File: src/design/urpa_pkg.sv
// package for the uart register page access block
package urpa_pkg;
	// register indices on the host bus (byte address = index * 4)
	localparam logic [2:0] URPA_IDX_0 = 3'h0;
	localparam logic [2:0] URPA_IDX_1 = 3'h1;
	localparam logic [2:0] URPA_IDX_2 = 3'h2;
	localparam logic [2:0] URPA_IDX_3 = 3'h3;
	localparam logic [2:0] URPA_IDX_4 = 3'h4;
	localparam logic [2:0] URPA_IDX_5 = 3'h5;
	localparam logic [2:0] URPA_IDX_6 = 3'h6;
	localparam logic [2:0] URPA_IDX_7 = 3'h7;
	// block status/count inputs placed above the uart map
	localparam logic [4:0] URPA_IDX_TXCNT_IN = 5'h08;
	localparam logic [4:0] URPA_IDX_RXCNT_IN = 5'h09;
	localparam logic [4:0] URPA_IDX_FLOW_IN  = 5'h0A;
	localparam logic [4:0] URPA_IDX_STAT_IN  = 5'h0B;
	localparam logic [4:0] URPA_IDX_LAST     = 5'h0B;

	localparam logic [7:0] URPA_LNC_DIV   = 8'h80;
	localparam logic [7:0] URPA_LNC_ENH   = 8'hBF;
	localparam logic [7:0] URPA_LNC_8N1   = 8'h03;
	localparam logic [7:0] URPA_PGS_ADV   = 8'hA5;
	localparam logic [7:0] URPA_PGS_NORM  = 8'hA4;
	localparam logic [7:0] URPA_ADF_256   = 8'h01;
	localparam logic [7:0] URPA_LNC_RST   = 8'h00;
	localparam logic [7:0] URPA_DIV_RST   = 8'h01;

	localparam int URPA_LNC_DLAB   = 7;
	localparam int URPA_MDC_PRESC  = 7;
	localparam int URPA_MDC_ALT    = 6;
	localparam int URPA_MDC_XRT    = 2;
	localparam int URPA_ENF_PRESW  = 4;
	localparam int URPA_FFC_EN     = 0;
	localparam int URPA_IEN_RX     = 0;
	localparam int URPA_IEN_TX     = 1;
	localparam int URPA_IST_TXE    = 7;
	localparam int URPA_IST_RXF    = 6;
	localparam int URPA_WLEN_HI    = 1;
	localparam int URPA_WLEN_LO    = 0;
	localparam int URPA_STOP_BIT   = 2;
	localparam int URPA_PAR_BIT    = 3;
	localparam int URPA_FCODE_HI   = 7;
	localparam int URPA_FCODE_LO   = 4;

	localparam logic [3:0] URPA_CODE_0 = 4'h0;
	localparam logic [3:0] URPA_CODE_1 = 4'h5;
	localparam logic [3:0] URPA_CODE_2 = 4'hA;
	localparam logic [3:0] URPA_CODE_3 = 4'hF;
	localparam logic [7:0] URPA_V8  = 8'h08;
	localparam logic [7:0] URPA_V0  = 8'h00;
	localparam logic [7:0] URPA_V16 = 8'h10;
	localparam logic [7:0] URPA_V32 = 8'h20;
	localparam logic [7:0] URPA_V56 = 8'h38;
	localparam logic [7:0] URPA_V60 = 8'h3C;

	// decoded line settings
	typedef struct packed {
		logic [1:0] word_len;
		logic       two_stop;
		logic       parity_en;
	} urpa_line_t;

	// levels handed to the datapath
	typedef struct packed {
		logic [7:0] flow_upper;
		logic [7:0] flow_lower;
		logic [7:0] rx_trig;
		logic [7:0] tx_trig;
	} urpa_levels_t;

	// which map the bus currently sees
	typedef enum logic [3:0] {
		URPA_MAP_BASE = 4'b0001,
		URPA_MAP_DIV  = 4'b0010,
		URPA_MAP_ENH  = 4'b0100,
		URPA_MAP_ALT  = 4'b1000
	} urpa_map_t;
endpackage

File: src/design/urpa_top.sv
// register paging and access decode for one uart channel
//
// The placing of the registers and the APB register port were decided locally.
`timescale 1ns/10ps
// What this block does
// - line control 80h maps divisor low and high bytes at indices 0 and 1
// - line control BFh exposes both resume and pause character pairs
// - enhanced feature register reachable only while line control is BFh
// - 64-byte mode: fifo code bits 7:4 fix flow upper and lower thresholds
// - 64-byte mode: same code fixes receive and transmit trigger levels
// - at BFh, page A5h shows advanced registers, A4h returns normal page
// - fifo enable set, then advanced fifo write 01h selects 256-byte mode
// - 256-byte mode takes trigger levels from host-written registers
// - 256-byte mode takes flow thresholds from host-written registers
// - line bit7 clear and modem bit6 set shows flow status register
// - same condition shows fifo counts; clearing modem bit6 restores map
// - 256-byte mode: status read reports tx empty and rx full
// - modem bit6 set first, then write with bits 6 and 2 enables re-send
// - modem bit6 set first, then write with bits 6,2 clear disables it
// - enhanced feature bit4 permits writes to modem bit7
// - modem bit7 picks prescaler: clear divides by 1, set by 4
// - divisor is high byte over low byte, 16 bits
// - line control 03h gives eight bits, no parity, one stop
// - enable register 03h enables receive and transmit interrupts
module urpa_top
	import urpa_pkg::*;
#(
	parameter int ADDR_W = 8
) (
	input  wire logic          pclk,
	input  wire logic          presetn,
	input  wire logic          psel,
	input  wire logic          penable,
	input  wire logic          pwrite,
	input  wire logic [ADDR_W-1:0] paddr,
	input  wire logic [31:0]   pwdata,
	input  wire logic [3:0]    pstrb,
	output logic      [31:0]   prdata,
	output logic               pready,
	output logic               pslverr,
	input  wire logic [7:0]    rx_data_in,
	input  wire logic [7:0]    base_status_in,
	input  wire logic [7:0]    flow_status_in,
	input  wire logic [8:0]    tx_count_in,
	input  wire logic [8:0]    rx_count_in,
	input  wire logic          tx_empty_in,
	input  wire logic          rx_full_in,
	output logic      [7:0]    tx_data_out,
	output logic               tx_data_stb,
	output logic      [15:0]   baud_divisor,
	output logic               prescale_div4,
	output logic               fifo_256_mode,
	output logic               xoff_resend_en,
	output logic      [7:0]    flow_mode,
	output urpa_levels_t       levels,
	output urpa_line_t         line_cfg,
	output logic               rx_irq_en,
	output logic               tx_irq_en
);

	// the word index sits in paddr[6:2], so a narrower bus cannot be served
	if (ADDR_W < 7) begin : g_addr_check
		$error("urpa_top: ADDR_W must be at least 7");
	end

	logic [7:0] line_control_reg_r;
	logic [7:0] modem_control_reg_r;
	logic [7:0] fifo_control_reg_r;
	logic [7:0] interrupt_enable_reg_r;
	logic [7:0] enhanced_feature_reg_r;
	logic [7:0] page_select_reg_r;
	logic [7:0] advanced_fifo_reg_r;
	logic [7:0] divisor_low_byte_r;
	logic [7:0] divisor_high_byte_r;
	logic [7:0] resume_char_first_r;
	logic [7:0] resume_char_second_r;
	logic [7:0] pause_char_first_r;
	logic [7:0] pause_char_second_r;
	logic [7:0] flow_upper_threshold_r;
	logic [7:0] flow_lower_threshold_r;
	logic [7:0] rx_trigger_level_r;
	logic [7:0] tx_trigger_level_r;
	logic [7:0] scratch_r;
	logic       alt_armed_r;

	urpa_map_t  map;
	logic       adv_page;
	logic       access;
	logic       wr;
	logic       rd;
	logic [4:0] idx;
	logic       idx_hi_zero;
	logic [7:0] wd;
	logic [7:0] rd_nxt;
	logic       err_nxt;
	urpa_levels_t levels_nxt;
	logic [3:0] fifo_code;

	assign access = psel && penable && !pready;
	assign wr = access && pwrite && pstrb[0];
	assign rd = access && !pwrite;
	assign idx = paddr[6:2];
	assign idx_hi_zero = (ADDR_W > 7) ? (paddr[ADDR_W-1:7] == '0) : 1'b1;
	assign wd = pwdata[7:0];
	assign adv_page = (page_select_reg_r == URPA_PGS_ADV);
	assign fifo_code = fifo_control_reg_r[URPA_FCODE_HI:URPA_FCODE_LO];

	// map selection; divisor decode keys on the exact code, not bit 7 alone
	always_comb begin
		if (line_control_reg_r == URPA_LNC_ENH)
			map = URPA_MAP_ENH;
		else if (line_control_reg_r == URPA_LNC_DIV)
			map = URPA_MAP_DIV;
		else if (!line_control_reg_r[URPA_LNC_DLAB]
				&& modem_control_reg_r[URPA_MDC_ALT])
			map = URPA_MAP_ALT;
		else
			map = URPA_MAP_BASE;
	end

	// read mux
	// the fixed views at 08h-0Bh come first so no page can hide them
	always_comb begin
		rd_nxt  = URPA_V0;
		err_nxt = 1'b0;
		if (!idx_hi_zero || idx > URPA_IDX_LAST || paddr[1:0] != 2'b00) begin
			err_nxt = 1'b1;
		end else if (idx == URPA_IDX_TXCNT_IN) begin
			rd_nxt = tx_count_in[7:0];
		end else if (idx == URPA_IDX_RXCNT_IN) begin
			rd_nxt = rx_count_in[7:0];
		end else if (idx == URPA_IDX_FLOW_IN) begin
			rd_nxt = flow_status_in;
		end else if (idx == URPA_IDX_STAT_IN) begin
			rd_nxt = base_status_in;
		end else if (map == URPA_MAP_DIV && idx == {2'b00, URPA_IDX_0}) begin
			rd_nxt = divisor_low_byte_r;
		end else if (map == URPA_MAP_DIV && idx == {2'b00, URPA_IDX_1}) begin
			rd_nxt = divisor_high_byte_r;
		end else if (map == URPA_MAP_ENH && adv_page
				&& idx == {2'b00, URPA_IDX_0}) begin
			rd_nxt = advanced_fifo_reg_r;
		end else if (map == URPA_MAP_ENH && adv_page
				&& idx == {2'b00, URPA_IDX_1}) begin
			rd_nxt = flow_upper_threshold_r;
		end else if (map == URPA_MAP_ENH && adv_page
				&& idx == {2'b00, URPA_IDX_2}) begin
			rd_nxt = flow_lower_threshold_r;
		end else if (map == URPA_MAP_ENH && adv_page
				&& idx == {2'b00, URPA_IDX_4}) begin
			rd_nxt = rx_trigger_level_r;
		end else if (map == URPA_MAP_ENH && adv_page
				&& idx == {2'b00, URPA_IDX_5}) begin
			rd_nxt = tx_trigger_level_r;
		end else if (map == URPA_MAP_ENH && idx == {2'b00, URPA_IDX_2}) begin
			rd_nxt = enhanced_feature_reg_r;
		end else if (map == URPA_MAP_ENH && idx == {2'b00, URPA_IDX_4}) begin
			rd_nxt = resume_char_first_r;
		end else if (map == URPA_MAP_ENH && idx == {2'b00, URPA_IDX_5}) begin
			rd_nxt = resume_char_second_r;
		end else if (map == URPA_MAP_ENH && idx == {2'b00, URPA_IDX_6}) begin
			rd_nxt = pause_char_first_r;
		end else if (map == URPA_MAP_ENH && idx == {2'b00, URPA_IDX_7}) begin
			rd_nxt = pause_char_second_r;
		end else if (map == URPA_MAP_ALT && idx == {2'b00, URPA_IDX_0}) begin
			rd_nxt = tx_count_in[7:0];
		end else if (map == URPA_MAP_ALT && idx == {2'b00, URPA_IDX_1}) begin
			rd_nxt = rx_count_in[7:0];
		end else if (map == URPA_MAP_ALT && idx == {2'b00, URPA_IDX_5}) begin
			rd_nxt = flow_status_in;
		end else if (idx == {2'b00, URPA_IDX_0}) begin
			rd_nxt = rx_data_in;
		end else if (idx == {2'b00, URPA_IDX_1}) begin
			rd_nxt = interrupt_enable_reg_r;
		end else if (idx == {2'b00, URPA_IDX_2}) begin
			rd_nxt = base_status_in;
			if (fifo_256_mode) begin
				rd_nxt[URPA_IST_TXE] = tx_empty_in;
				rd_nxt[URPA_IST_RXF] = rx_full_in;
			end
		end else if (idx == {2'b00, URPA_IDX_3}) begin
			rd_nxt = line_control_reg_r;
		end else if (idx == {2'b00, URPA_IDX_4}) begin
			rd_nxt = modem_control_reg_r;
		end else if (idx == {2'b00, URPA_IDX_5}) begin
			rd_nxt = base_status_in;
		end else if (idx == {2'b00, URPA_IDX_7}) begin
			rd_nxt = scratch_r;
		end
	end

	// apb answer: one wait state, pready raised for a single cycle
	// a refused access still answers, with the error flag beside ready
	always_ff @(posedge pclk or negedge presetn) begin
		if (!presetn) begin
			pready  <= 1'b0;
			pslverr <= 1'b0;
			prdata  <= 32'h0000_0000;
		end else begin
			pready  <= psel && penable && !pready;
			pslverr <= access && err_nxt;
			if (rd)
				prdata <= {24'h00_0000, rd_nxt};
		end
	end

	// line control is writable in every map so software can always escape
	always_ff @(posedge pclk or negedge presetn) begin
		if (!presetn)
			line_control_reg_r <= URPA_LNC_RST;
		else if (wr && !err_nxt && idx == {2'b00, URPA_IDX_3})
			line_control_reg_r <= wd;
	end

	// modem control, with the armed step for the re-send sequence
	always_ff @(posedge pclk or negedge presetn) begin
		if (!presetn) begin
			modem_control_reg_r <= URPA_V0;
			alt_armed_r         <= 1'b0;
			xoff_resend_en      <= 1'b0;
		end else if (wr && !err_nxt && map != URPA_MAP_ENH
				&& idx == {2'b00, URPA_IDX_4}) begin
			modem_control_reg_r[URPA_MDC_PRESC-1:0] <= wd[URPA_MDC_PRESC-1:0];
			// bit 7 moves only while the enhanced feature bit unlocks it
			if (enhanced_feature_reg_r[URPA_ENF_PRESW])
				modem_control_reg_r[URPA_MDC_PRESC] <= wd[URPA_MDC_PRESC];
			// every write re-arms or disarms, so arming must come just before
			alt_armed_r <= wd[URPA_MDC_ALT];
			if (alt_armed_r && wd[URPA_MDC_ALT] && wd[URPA_MDC_XRT])
				xoff_resend_en <= 1'b1;
			else if (alt_armed_r && !wd[URPA_MDC_ALT] && !wd[URPA_MDC_XRT])
				xoff_resend_en <= 1'b0;
		end
	end

	// base page registers
	always_ff @(posedge pclk or negedge presetn) begin
		if (!presetn) begin
			interrupt_enable_reg_r <= URPA_V0;
			fifo_control_reg_r     <= URPA_V0;
			scratch_r              <= URPA_V0;
			tx_data_out            <= URPA_V0;
			tx_data_stb            <= 1'b0;
		end else begin
			// one-cycle strobe per transmit byte; nothing is buffered here
			tx_data_stb <= 1'b0;
			if (wr && !err_nxt && map != URPA_MAP_DIV
					&& map != URPA_MAP_ENH) begin
				if (idx == {2'b00, URPA_IDX_0}) begin
					tx_data_out <= wd;
					tx_data_stb <= 1'b1;
				end else if (idx == {2'b00, URPA_IDX_1}) begin
					interrupt_enable_reg_r <= wd;
				end else if (idx == {2'b00, URPA_IDX_2}) begin
					fifo_control_reg_r <= wd;
				end else if (idx == {2'b00, URPA_IDX_7}) begin
					scratch_r <= wd;
				end
			end
		end
	end

	// divisor latches
	// reset to 0001h so the baud generator sees no zero divisor until the host writes one
	always_ff @(posedge pclk or negedge presetn) begin
		if (!presetn) begin
			divisor_low_byte_r  <= URPA_DIV_RST;
			divisor_high_byte_r <= URPA_V0;
		end else if (wr && !err_nxt && map == URPA_MAP_DIV) begin
			if (idx == {2'b00, URPA_IDX_0})
				divisor_low_byte_r <= wd;
			else if (idx == {2'b00, URPA_IDX_1})
				divisor_high_byte_r <= wd;
		end
	end

	// enhanced page and advanced page registers
	always_ff @(posedge pclk or negedge presetn) begin
		if (!presetn) begin
			enhanced_feature_reg_r <= URPA_V0;
			page_select_reg_r      <= URPA_PGS_NORM;
			advanced_fifo_reg_r    <= URPA_V0;
			resume_char_first_r    <= URPA_V0;
			resume_char_second_r   <= URPA_V0;
			pause_char_first_r     <= URPA_V0;
			pause_char_second_r    <= URPA_V0;
			flow_upper_threshold_r <= URPA_V0;
			flow_lower_threshold_r <= URPA_V0;
			rx_trigger_level_r     <= URPA_V0;
			tx_trigger_level_r     <= URPA_V0;
		end else if (wr && !err_nxt && map == URPA_MAP_ENH) begin
			if (idx == {2'b00, URPA_IDX_1}) begin
				if (adv_page)
					flow_upper_threshold_r <= wd;
			end else if (idx == {2'b00, URPA_IDX_0}) begin
				if (adv_page)
					advanced_fifo_reg_r <= wd;
			end else if (idx == {2'b00, URPA_IDX_2}) begin
				if (adv_page)
					flow_lower_threshold_r <= wd;
				else
					enhanced_feature_reg_r <= wd;
			end else if (idx == {2'b00, URPA_IDX_3}) begin
				// line control at this index has its own process
			end else if (idx == {2'b00, URPA_IDX_4}) begin
				if (adv_page)
					rx_trigger_level_r <= wd;
				else
					resume_char_first_r <= wd;
			end else if (idx == {2'b00, URPA_IDX_5}) begin
				if (adv_page)
					tx_trigger_level_r <= wd;
				else
					resume_char_second_r <= wd;
			end else if (idx == {2'b00, URPA_IDX_6}) begin
				if (adv_page)
					page_select_reg_r <= wd;
				// A5h here turns the page, so it cannot be a pause character
				else if (wd == URPA_PGS_ADV)
					page_select_reg_r <= wd;
				else
					pause_char_first_r <= wd;
			end else if (idx == {2'b00, URPA_IDX_7}) begin
				pause_char_second_r <= wd;
			end
		end
	end

	// fixed 64-byte levels from the fifo code, host values in 256 mode
	// codes other than 0, 5, A and F fall back to the code-0 levels
	always_comb begin
		levels_nxt = '{URPA_V8, URPA_V0, URPA_V8, URPA_V8};
		if (fifo_256_mode) begin
			levels_nxt = '{flow_upper_threshold_r, flow_lower_threshold_r,
				rx_trigger_level_r, tx_trigger_level_r};
		end else if (fifo_code == URPA_CODE_1) begin
			levels_nxt = '{URPA_V16, URPA_V8, URPA_V16, URPA_V16};
		end else if (fifo_code == URPA_CODE_2) begin
			levels_nxt = '{URPA_V56, URPA_V16, URPA_V56, URPA_V32};
		end else if (fifo_code == URPA_CODE_3) begin
			levels_nxt = '{URPA_V60, URPA_V56, URPA_V60, URPA_V56};
		end
	end

	// outputs registered from the state above
	always_ff @(posedge pclk or negedge presetn) begin
		if (!presetn) begin
			baud_divisor  <= {URPA_V0, URPA_DIV_RST};
			prescale_div4 <= 1'b0;
			fifo_256_mode <= 1'b0;
			flow_mode     <= URPA_V0;
			levels        <= '0;
			line_cfg      <= '0;
			rx_irq_en     <= 1'b0;
			tx_irq_en     <= 1'b0;
		end else begin
			baud_divisor  <= {divisor_high_byte_r, divisor_low_byte_r};
			prescale_div4 <= modem_control_reg_r[URPA_MDC_PRESC];
			fifo_256_mode <= fifo_control_reg_r[URPA_FFC_EN]
				&& advanced_fifo_reg_r == URPA_ADF_256;
			flow_mode     <= enhanced_feature_reg_r;
			levels        <= levels_nxt;
			line_cfg      <= '{
				line_control_reg_r[URPA_WLEN_HI:URPA_WLEN_LO],
				line_control_reg_r[URPA_STOP_BIT],
				line_control_reg_r[URPA_PAR_BIT]};
			rx_irq_en     <= interrupt_enable_reg_r[URPA_IEN_RX];
			tx_irq_en     <= interrupt_enable_reg_r[URPA_IEN_TX];
		end
	end

endmodule // urpa_top

File: config.mk
export PLATFORM = sky130hd
export DESIGN_NAME = urpa_top
export DESIGN_NICKNAME = d
export VERILOG_FILES = /design/src/design/urpa_pkg.sv /design/src/design/urpa_top.sv
export SDC_FILE = /design/constraint.sdc
export NUM_CORES = 1
export LEC_CHECK = 0
export ABC_AREA = 1
export BUFFER_PORTS_ARGS = -buffer_cell sky130_fd_sc_hd__buf_2
export CORE_AREA = 2 2 149 151
export CTS_CLUSTER_DIAMETER = 40
export CTS_CLUSTER_SIZE = 40
export DETAILED_ROUTE_END_ITERATION = 10
export DIE_AREA = 0 0 151 153
export HOLD_SLACK_MARGIN = 0.08
export PLACE_DENSITY = 0.76
export SLEW_MARGIN = 5
export SYNTH_ARGS = -nofsm -noshare
export SYNTH_HDL_FRONTEND = slang
export SYNTH_SLANG_ARGS = --single-unit
export TNS_END_PERCENT = 5
File: constraint.sdc
create_clock -name pclk -period 2.3 [get_ports pclk]
set_input_delay 0.23 -clock pclk [delete_from_list [all_inputs] [get_ports pclk]]
set_output_delay 0.23 -clock pclk [all_outputs]
set_load 0.02 [all_outputs]
## Word level (Yosys, flattened, before mapping)

Index checks and enable logic that the tools add are counted.

- Reduce and logical (&&, ||, !) cells: 67
- Equality and inequality tests: 24
- Order comparisons: 1
- Bitwise operators: 9
- Mux-type cells: 42

Operator list:

| operator | number |
|---|---|
| $mux 8 | 29 |
| $mux 30 | 3 |
| $logic_and 1x1->1 | 36 |
| $eq 8x8->1 const B | 4 |
| $mux 32 | 1 |
| $eq 5x3->1 const B | 4 |
| $eq 5x4->1 const B | 4 |
| $reduce_and 9->1 | 2 |
| $reduce_and 8->1 | 2 |
| $reduce_and 5->1 | 3 |
| $reduce_and 7->1 | 2 |
| $eq 4x4->1 const B | 3 |
| $mux 4 | 3 |
| $eq 5x2->1 const B | 2 |
| $reduce_and 10->1 | 1 |
| $not 1->1 | 9 |
| $reduce_and 3->1 | 3 |
| $eq 4x3->1 const B | 2 |
| $eq 8x1->1 const B | 1 |
| $reduce_and 2->1 | 4 |
| $reduce_and 4->1 | 2 |
| $logic_not 1->1 | 6 |
| $reduce_bool 2->1 | 3 |
| $eq 5x1->1 const B | 1 |
| 8 further kinds | 13 |

- Input port bits: 93
- Output and inout bits: 108
- Word-level logic and storage cells: 182
- Flip-flop bits (word level): 229

## Longest topological paths before layout

Gate-level depths: netlist of run 1.

- Word-level depth: 28
- Mapped depth: 31
- Mapped depth without buffers: 31

## Least setup slack after synthesis of run 1

No wires, ideal clock.

- Path kind: flip-flop to flip-flop
- From: reg line_control_reg_r[3]
- To: reg tx_trigger_level_r[1]
- Path buffers: 2
- Setup time: 118 ps
- Slack: -27 ps
- Period minus slack after synthesis: 2327 ps
- Data arrival time: 2209 ps
- Cell stages (with the launch flop): 11
- Required time: 2182 ps
- Path through: dfrtp_1 -> nand2_1 -> nor4_4 -> inv_2 -> nor2_4 -> nand2_2 -> buf_2 -> nor4_4 -> buf_4 -> mux2i_1 -> inv_1

- Word-level cells in the longest chain between the ends: 6

RTL lines:

| item | RTL line | RTL |
|---|---|---|
| start: declaration | urpa_top.sv:66 | `logic [7:0] line_control_reg_r;` |
| start signal: assignment | urpa_top.sv:212 | `line_control_reg_r <= wd;` |
| $eq 8x8->1 | urpa_top.sv:112 | `else if (line_control_reg_r == URPA_LNC_DIV)` |
| $mux 4 | urpa_top.sv:112 |  |
| $mux 4 * | urpa_top.sv:110 | `if (line_control_reg_r == URPA_LNC_ENH)` |
| $eq 4x3->1 * | urpa_top.sv:291 | `end else if (wr && !err_nxt && map == URPA_MAP_ENH) begin` |
| $logic_and 1x1->1 * | urpa_top.sv:291 |  |
| $reduce_and 8->1 (no line) * | n/a |  |
| end signal: assignment | urpa_top.sv:312 | `tx_trigger_level_r <= wd;` |
| end: declaration | urpa_top.sv:82 | `logic [7:0] tx_trigger_level_r;` |

Every way passes the cells marked *; elsewhere a longest branch is shown, timed or not.
A chain may end at the register's enable or synchronous reset.

## Final worst setup path of run 1

- From: reg line_control_reg_r[3]
- To: reg prdata[7]

- Word-level cells in the longest chain between the ends: 25

RTL lines:

| item | RTL line | RTL |
|---|---|---|
| $eq 8x8->1 | urpa_top.sv:112 |  |
| $mux 4 | urpa_top.sv:112 |  |
| $mux 4 * | urpa_top.sv:110 |  |
| $eq 4x4->1 | urpa_top.sv:165, urpa_top.sv:167, urpa_top.sv:169 |  |
| $logic_and 1x1->1 | urpa_top.sv:169 | `end else if (map == URPA_MAP_ALT && idx == {2'b00, URPA_IDX_5}) begin` |
| $mux 8 | urpa_top.sv:169 |  |
| $mux 8 | urpa_top.sv:167 | `end else if (map == URPA_MAP_ALT && idx == {2'b00, URPA_IDX_1}) begin` |
| $mux 8 | urpa_top.sv:165 | `end else if (map == URPA_MAP_ALT && idx == {2'b00, URPA_IDX_0}) begin` |
| [... 9 more ...] | n/a |  |
| $mux 8 | urpa_top.sv:140 | `end else if (map == URPA_MAP_ENH && adv_page` |
| $mux 8 | urpa_top.sv:138 | `end else if (map == URPA_MAP_DIV && idx == {2'b00, URPA_IDX_1}) begin` |
| $mux 8 * | urpa_top.sv:136 | `end else if (map == URPA_MAP_DIV && idx == {2'b00, URPA_IDX_0}) begin` |
| $mux 8 * | urpa_top.sv:134 | `end else if (idx == URPA_IDX_STAT_IN) begin` |
| $mux 8 * | urpa_top.sv:132 | `end else if (idx == URPA_IDX_FLOW_IN) begin` |
| $mux 8 * | urpa_top.sv:130 | `end else if (idx == URPA_IDX_RXCNT_IN) begin` |
| $mux 8 * | urpa_top.sv:128 | `end else if (idx == URPA_IDX_TXCNT_IN) begin` |
| $mux 8 * | urpa_top.sv:126 | `if (!idx_hi_zero \|\| idx > URPA_IDX_LAST \|\| paddr[1:0] != 2'b00) begin` |
| end signal: assignment | urpa_top.sv:203 | `prdata <= {24'h00_0000, rd_nxt};` |
| end: declaration | urpa_top.sv:38 | `output logic [31:0] prdata,` |

Marked as above.

==> impl_metrics.py, run 1 <==
metrics = {
    "outcome": {
        "status": "finished with violations",
        "violations": "negative setup slack",
    },
    "synth": {
        "synth_top_cell_area_share_pct": 51.3,
        "yosys.cell_types.count": 36,
        "yosys-top-cells-count": "nand2_1, dfrtp_1, o21ai_0",
        "synth_most_common_cell": "nand2_1",
        "yosysSeqAreaShare_pct": 52.5,
        "avgSynthCellArea_um2": 7.70,
        "synthSimpleGateAreaFrac_pct": 25.7,
        "netlist_instances": 1394,
        "synth.area.top_cells": "dfrtp_1, nand2_1, o21ai_0, inv_1, nor2_1",
        "synthXorXnorAreaFrac_pct": 0,
        "synth_fa_ha_area_share_pct": 0,
        "synth_ff_type": "dfrtp_1",
        "syn_area_um2": 10700,
        "synth_edf_count": 0,
        "synth-compound-area-share_pct": 11.6,
        "synth_area_leader_cell": "dfrtp_1",
        "ys.warnings.count": 0,
        "synthMuxAreaShare_pct": 0.373,
        "ys_async_sr_fraction_pct": 100,
        "synth_top_family_by_area": "simple AND/OR/NAND/NOR gates",
        "synth-seq-cells": 225,
    },
    "drt": {
        "wirelength_um": 34500,
        "vias": 10400,
        "viasPerCell": 5.21,
        "antenna_left": 0,
        "post_drt_wl_per_cell_um": 17.3,
        "detail_route.first_pass.iterations": 6,
        "drc": 0,
        "drtIter0Drc": 1006,
    },
    "hold_path": {
        "hold_class": "primary input to flip-flop",
        "worstHoldStart": "tx_count_in[0]",
    },
    "clocking": {
        "tritoncts": "done",
        "clk_path_buf_depth": 3,
        "clock_latency_ns": 0.56,
        "h-tree-depth": 1,
        "numCtsBuffers": 29,
        "clock_sinks": 225,
        "cts_root_buffer": "clkbuf_16",
        "clk_pin_slew_ns": 0.06,
    },
    "final_layout": {
        "nets": 1779,
        "num_antenna_cells": 0,
        "fin_area_um2": 14000,
        "final_core_util_pct": 65.4,
        "top_regs": "levels (32), baud_divisor (16)",
        "drive_gt1_share_pct": 23.8,
        "largest_register_ffs": 32,
        "syn2layout_area_growth_pct": 30.8,
        "top_register": "levels",
    },
    "power": {
        "peakVddDrop_mv": 0.549,
        "p_per_area_nw_per_um2": 653,
        "p_leak_nw": 7.65,
    },
    "critical_path": {
        "cp-end-kind": "flip-flop",
        "crit_chain": "nand2_2 > nor4_4 > buf_6 > inv_4 > nor2_4 > buf_4 > nand2_8 > o21ai_1 > inv_1 > nand2_1 > nand2_1 > nand2_1 > nand2_1 > nand2_2 > nand2_1 > nand2_1 > nand2_2 > nand2_2 > nand3_2 > nand2_1 > nand2_1",
        "slowest_stage": "dfrtp_1",
        "critPathLaunchType": "flip-flop",
        "rr_startpoint": "line_control_reg_r[3]",
        "cpPeakStageDelay_ns": 0.37,
        "crit_arrival_ns": 3.11,
        "cpMostUsedCell": "nand2_1",
        "cp-startpoint": "line_control_reg_r[3]",
        "cp_max_fo": 17,
        "criticalPathCategory": "flip-flop to flip-flop",
        "crit_required_ns": 2.75,
    },
    "die": {
        "die_w_um": 151,
        "placementRows": 54,
        "ios": 201,
        "dieArea_um2": 23100,
        "die_y_um": 153,
        "start_util_pct": 50.0,
        "coreArea_um2": 21500,
    },
    "sta": {
        "fin_crit_ns": 2.65,
        "rsz0062_at_grt": "true",
        "setup_violations": 8,
        "clock.fmax_ghz": 0.377,
        "fin_skew_ns": 0.0169,
        "hold_viol": 0,
        "setup_slack_ns": -0.355,
        "slew_violations": 0,
        "fin_crit_sh_pct": 115,
        "tightest_slew_ns": 0.933,
        "slew_headroom_pct": 37.7,
    },
    "job": {
        "maxCapViolCount": 0,
    },
    "placement": {
        "portBuffers": 147,
        "hpwl_um": 24600,
        "dpl_cell_area_um2": 12600,
        "gp_congestion": 1.03,
        "place_ws_ns": -0.590,
    },
    "global_routing": {
        "antenna_found_initial": 0,
        "grt_pass1_wl_um": 53900,
        "grt_pass1_vias": 9949,
        "grt_max_degree": 74,
        "overflow": 0,
        "grtUsageTotal_pct": 30.2,
    },
}
[worst max-delay path: cells and delay by family (launching register included)]
kind / cells / cell delay, ns
compound gates: 1 / 0.14
simple gates: 16 / 1.58
flops: 1 / 0.37
buf+inv: 4 / 0.46
[metal layers]
layer,part of all wire [%],wire length [um],vias to the layer above,track usage [%]
li1,-,-,4896,-
met1,42,14500,4827,43.1
met2,45,15500,524,46.7
met3,8.6,2980,107,4.81
met4,4.3,1480,0,11.6
met5,0,0,-,0
[area by class of cell]
class                           count  area, um^2
Clock buffer                       31         743
Clock inverter                     23         259
Fill cell                        1811        7440
Inverter                          182         688
Multi-Input combinational cell    941        4240
Sequential cell                   225        5640
Tap cell                          280         350
Timing Repair Buffer              307        2120
[path summary, 6_finish.rpt]
path                       slack (ns)  cells after the start                     to
setup / recovery                -0.35                     21              prdata[7]
hold / removal                   0.09                      5              prdata[0]
setup reg to reg                -0.35                     21              prdata[7]
hold reg to reg                  0.38                      0        baud_divisor[0]
max in group asynchronous        1.32                      3  divisor_low_byte_r[0]
min in group asynchronous        0.25                      2            tx_data_stb
[cell usage in the layout, fill, tap and decap left out, types with 24 or more instances in the layout]
cell type      synthesis  final
buf_2                  7    146
nor2_1                72     70
dlygate4sd3_1          0     32
o21ai_0              181    172
dfrtp_1              220    219
clkbuf_16              0     29
conb_1                 1     24
a21oi_1               42     41
nand2_1              505    487
inv_1                166    163
buf_4                 26    117
[through the flow]
step	hold slack, ns	power, mW	instances	TNS [ns]
CTS	0.0808	9.21	1989	-2.01
detailed placement	0.254	4.61	1899	-8.84
global route	0.107	9.46	1989	-4.15
global placement	0.243	4.60	1899	-5.57
floorplan	-0.0656	4.30	1417	-0.0543
finish	0.0851	9.18	1989	-2.11
[what timing repair did]
action                                  CTS  global route
buffers inserted                          6             0
gates resized for setup                  37            15
pin swaps                                22             3
hold endpoints to repair                 92             0
endpoints found under the setup margin   22            23
hold buffers                             32             0
[power breakdown]
group / total, mW / internal (mW) / switching [mW]
registers: 3.97 / 3.97 / 0.00403
logic: 0.634 / 0.204 / 0.430
clock network: 4.57 / 2.59 / 1.99
[cells by family after synthesis]
logic type / count (synthesis)
compound gates: 245
mux: 4
other cells: 1
simple gates: 668
flops: 225
buf+inv: 251
(Power assumes the default switching activity.)
==> run 2, diff against run 1 <==
CORE_AREA = 2 2 147 149   (was 2 2 149 151)
CTS_BUF_LIST = sky130_fd_sc_hd__clkbuf_4   (was default)
DIE_AREA = 0 0 149 151   (was 0 0 151 153)
PLACE_DENSITY = 0.78   (was 0.76)
RECOVER_POWER = 100   (was default)
==> run 2 against run 1 <==
Against the previous run: the run ends with max-capacitance violations, max-slew violations, negative setup slack left; combinational power rose by 5.4%; highest routed layer unchanged; fmax fell by 4.3%; sequential share of layout area rose by 1.2 points; register-to-register slack got worse by 0.12 ns; clock skew rose by 0.041 ns; largest power group is now sequential cells; design area fell by 2.9%; routed wire length fell by 1.5%.
==> impl_metrics.py, run 2 (same netlist as run 1, synthesis figures left out) <==
metrics = {
    "global_routing": {
        "grt_max_degree": 70,
        "overflow": 0,
        "grtUsageTotal_pct": 29.8,
        "grt_pass1_wl_um": 52000,
        "met2_usage_pct": 46.4,
        "grt.met3_usage_pct": 4.88,
        "grt_use_met1_pct": 42.3,
        "top_usage_layer": "met2",
        "antenna_found_initial": 1,
        "grt_pass1_vias": 9810,
    },
    "sta": {
        "fin_crit_ns": 2.78,
        "fin_skew_ns": 0.0579,
        "slew_headroom_pct": -23.0,
        "setup_violations": 29,
        "fin_crit_sh_pct": 121,
        "rsz0062_at_grt": "true",
        "hold_viol": 0,
        "slew_violations": 68,
        "tightest_slew_ns": 1.85,
        "clock.fmax_ghz": 0.360,
        "whs_ns": 0.202,
        "setup_slack_ns": -0.475,
    },
    "critical_path": {
        "path_buf_inv": 3,
        "slowest_stage": "dfrtp_1",
        "crit_required_ns": 2.97,
        "crit_arrival_ns": 3.44,
        "cp_max_fo": 7,
        "cpPeakStageDelay_ns": 0.42,
        "crit_family": "simple AND/OR/NAND/NOR gates",
        "criticalPathCategory": "flip-flop to flip-flop",
        "cp-end-kind": "flip-flop",
        "critPathLaunchType": "flip-flop",
        "cpMostUsedCell": "nand2_1",
        "ff2ff_setup_slack_ns": -0.48,
    },
    "clocking": {
        "clock_latency_ns": 0.73,
        "cts_root_buffer": "clkbuf_4",
        "clk_pin_slew_ns": 0.15,
        "clk_path_buf_depth": 3,
        "clock_sinks": 225,
        "numCtsBuffers": 29,
        "h-tree-depth": 1,
        "tritoncts": "done",
    },
    "die": {
        "dieArea_um2": 22500,
        "placementRows": 53,
        "coreArea_um2": 20800,
        "die_y_um": 151,
        "start_util_pct": 51.6,
        "ios": 201,
        "die_w_um": 149,
    },
    "power": {
        "p_sw_share_pct": 29.2,
        "p_sw_mw": 2.15,
        "power_frac_comb_pct": 9.0,
        "peakVddDrop_mv": 0.438,
        "p_leak_nw": 7.14,
        "p_int_mw": 5.23,
        "p_per_area_nw_per_um2": 541,
        "p_clk_share_pct": 37.2,
        "seqPwrFrac_pct": 53.8,
    },
    "final_layout": {
        "syn2layout_area_growth_pct": 27.1,
        "final_core_util_pct": 65.5,
        "largest_register_ffs": 32,
        "layout_common_cells": "nand2_1, dfrtp_1, o21ai_0",
        "drive_gt1_share_pct": 19.5,
        "top_regs": "levels (32), baud_divisor (16)",
        "top_register": "levels",
        "nets": 1801,
        "fin_area_um2": 13600,
        "seqCellArea_um2": 5640,
        "layout_commonest_cell": "nand2_1",
        "multi_input_area_um2": 4290,
        "fillers": 1779,
    },
    "outcome": {
        "status": "finished with violations",
        "violations": "max-capacitance violations, max-slew violations, negative setup slack",
    },
    "drt": {
        "drtIter0Drc": 939,
        "drc": 0,
        "antenna_left": 0,
        "post_drt_wl_per_cell_um": 16.9,
        "viasPerCell": 5.27,
        "detail_route.first_pass.iterations": 6,
        "vias": 10600,
        "wirelength_um": 33900,
    },
    "placement": {
        "hpwl_um": 23600,
        "gp_congestion": 1.03,
        "portBuffers": 147,
        "dpl_cell_area_um2": 12600,
    },
    "job": {
        "maxCapViolCount": 1,
    },
    "hold_path": {
        "hold_class": "primary input to flip-flop",
    },
}
==> run 2: cell types whose count changed in the layout (fill, tap and decap cells not counted), sizes merged <==
cell	before	now
clkinv	10	6
clkbuf	31	126
bufinv	1	2
inv	192	195
diode	0	4
dlygate4sd3	32	46
buf	275	188
==> run 2: area by class of cell <==
class | instances | share of cell area, %
flip-flops and latches | 225 | 41.3
multi-input cells | 941 | 31.5
repair buffers | 329 | 15.9
inverters | 182 | 5.10
well taps | 275 | 2.52
clock inverters | 23 | 1.93
clock buffers | 31 | 1.71
diodes | 4 | 0.0734
==> run 2: power groups by stage <==
| stage | Sequential (mW) | Clock, mW | Combinational [mW] |
|---|---|---|---|
| final | 3.97 | 2.75 | 0.668 |
| after global routing | 3.97 | 2.99 | 0.717 |
| after CTS | 3.97 | 2.81 | 0.637 |
| after detailed placement | 4.04 | 0 | 0.570 |
| after global placement | 4.04 | 0 | 0.567 |
| after floorplan | 4.05 | 0 | 0.252 |
==> run 2: what timing repair did <==
item / 4_1_cts / 5_1_grt
resized for setup: 30 / 53
gates cloned: 1 / 0
hold buffers: 46 / 0
endpoints found under the setup margin: 24 / 51
buffers inserted: 1 / 6
endpoints found under the hold margin: 266 / 0
pin swaps: 5 / 19
==> run 2: worst register-to-register path, cell delays in order (launching register included) <==
cell and delay, ns:
dfrtp_1 0.42, inv_2 0.08, nand2_4 0.05, nor4_4 0.36
nand2_2 0.19, buf_6 0.18, o21ai_2 0.06, inv_2 0.05
nand2_2 0.08, nand2_1 0.06, nand2_1 0.07, nand2_1 0.06
nand2_1 0.07, nand2_1 0.05, nand2_1 0.08, nand2_1 0.07
nand2_1 0.08, nand2_1 0.07, nand2_2 0.08, nand2_2 0.06
nand2_1 0.08, nand2_1 0.06, nand2_1 0.09, nand2_2 0.08
nand3_1 0.08, nand2_1 0.05, nand2_1 0.06
==> run 2: final timing paths <==
kind,start,end,cells past startpoint
max,line_control_reg_r[6],prdata[5],26
min,paddr[4],prdata[2],7
max reg2reg,line_control_reg_r[6],prdata[5],26
min reg2reg,divisor_low_byte_r[0],baud_divisor[0],0
max in group asynchronous,presetn,page_select_reg_r[2],4
min in group asynchronous,presetn,flow_lower_threshold_r[0],3
==> run 2: per-layer routing <==
layer / wire [um] / share of wire, %
met5: 0 / 0
met3: 3230 / 9.5
met2: 15400 / 45
met1: 13900 / 41
met4: 1420 / 4.2
==> run 2: stage by stage <==
stage | setup TNS (ns) | std cells | total power, mW | worst slack [ns]
after floorplan | -0.0543 | 1417 | 4.30 | -0.0271
after global placement | -4.98 | 1898 | 4.61 | -0.566
after detailed placement | -6.84 | 1898 | 4.61 | -0.587
after CTS | -3.80 | 2000 | 7.41 | -0.380
after global routing | -39.46 | 2008 | 7.68 | -0.612
final | -5.33 | 2010 | 7.38 | -0.475
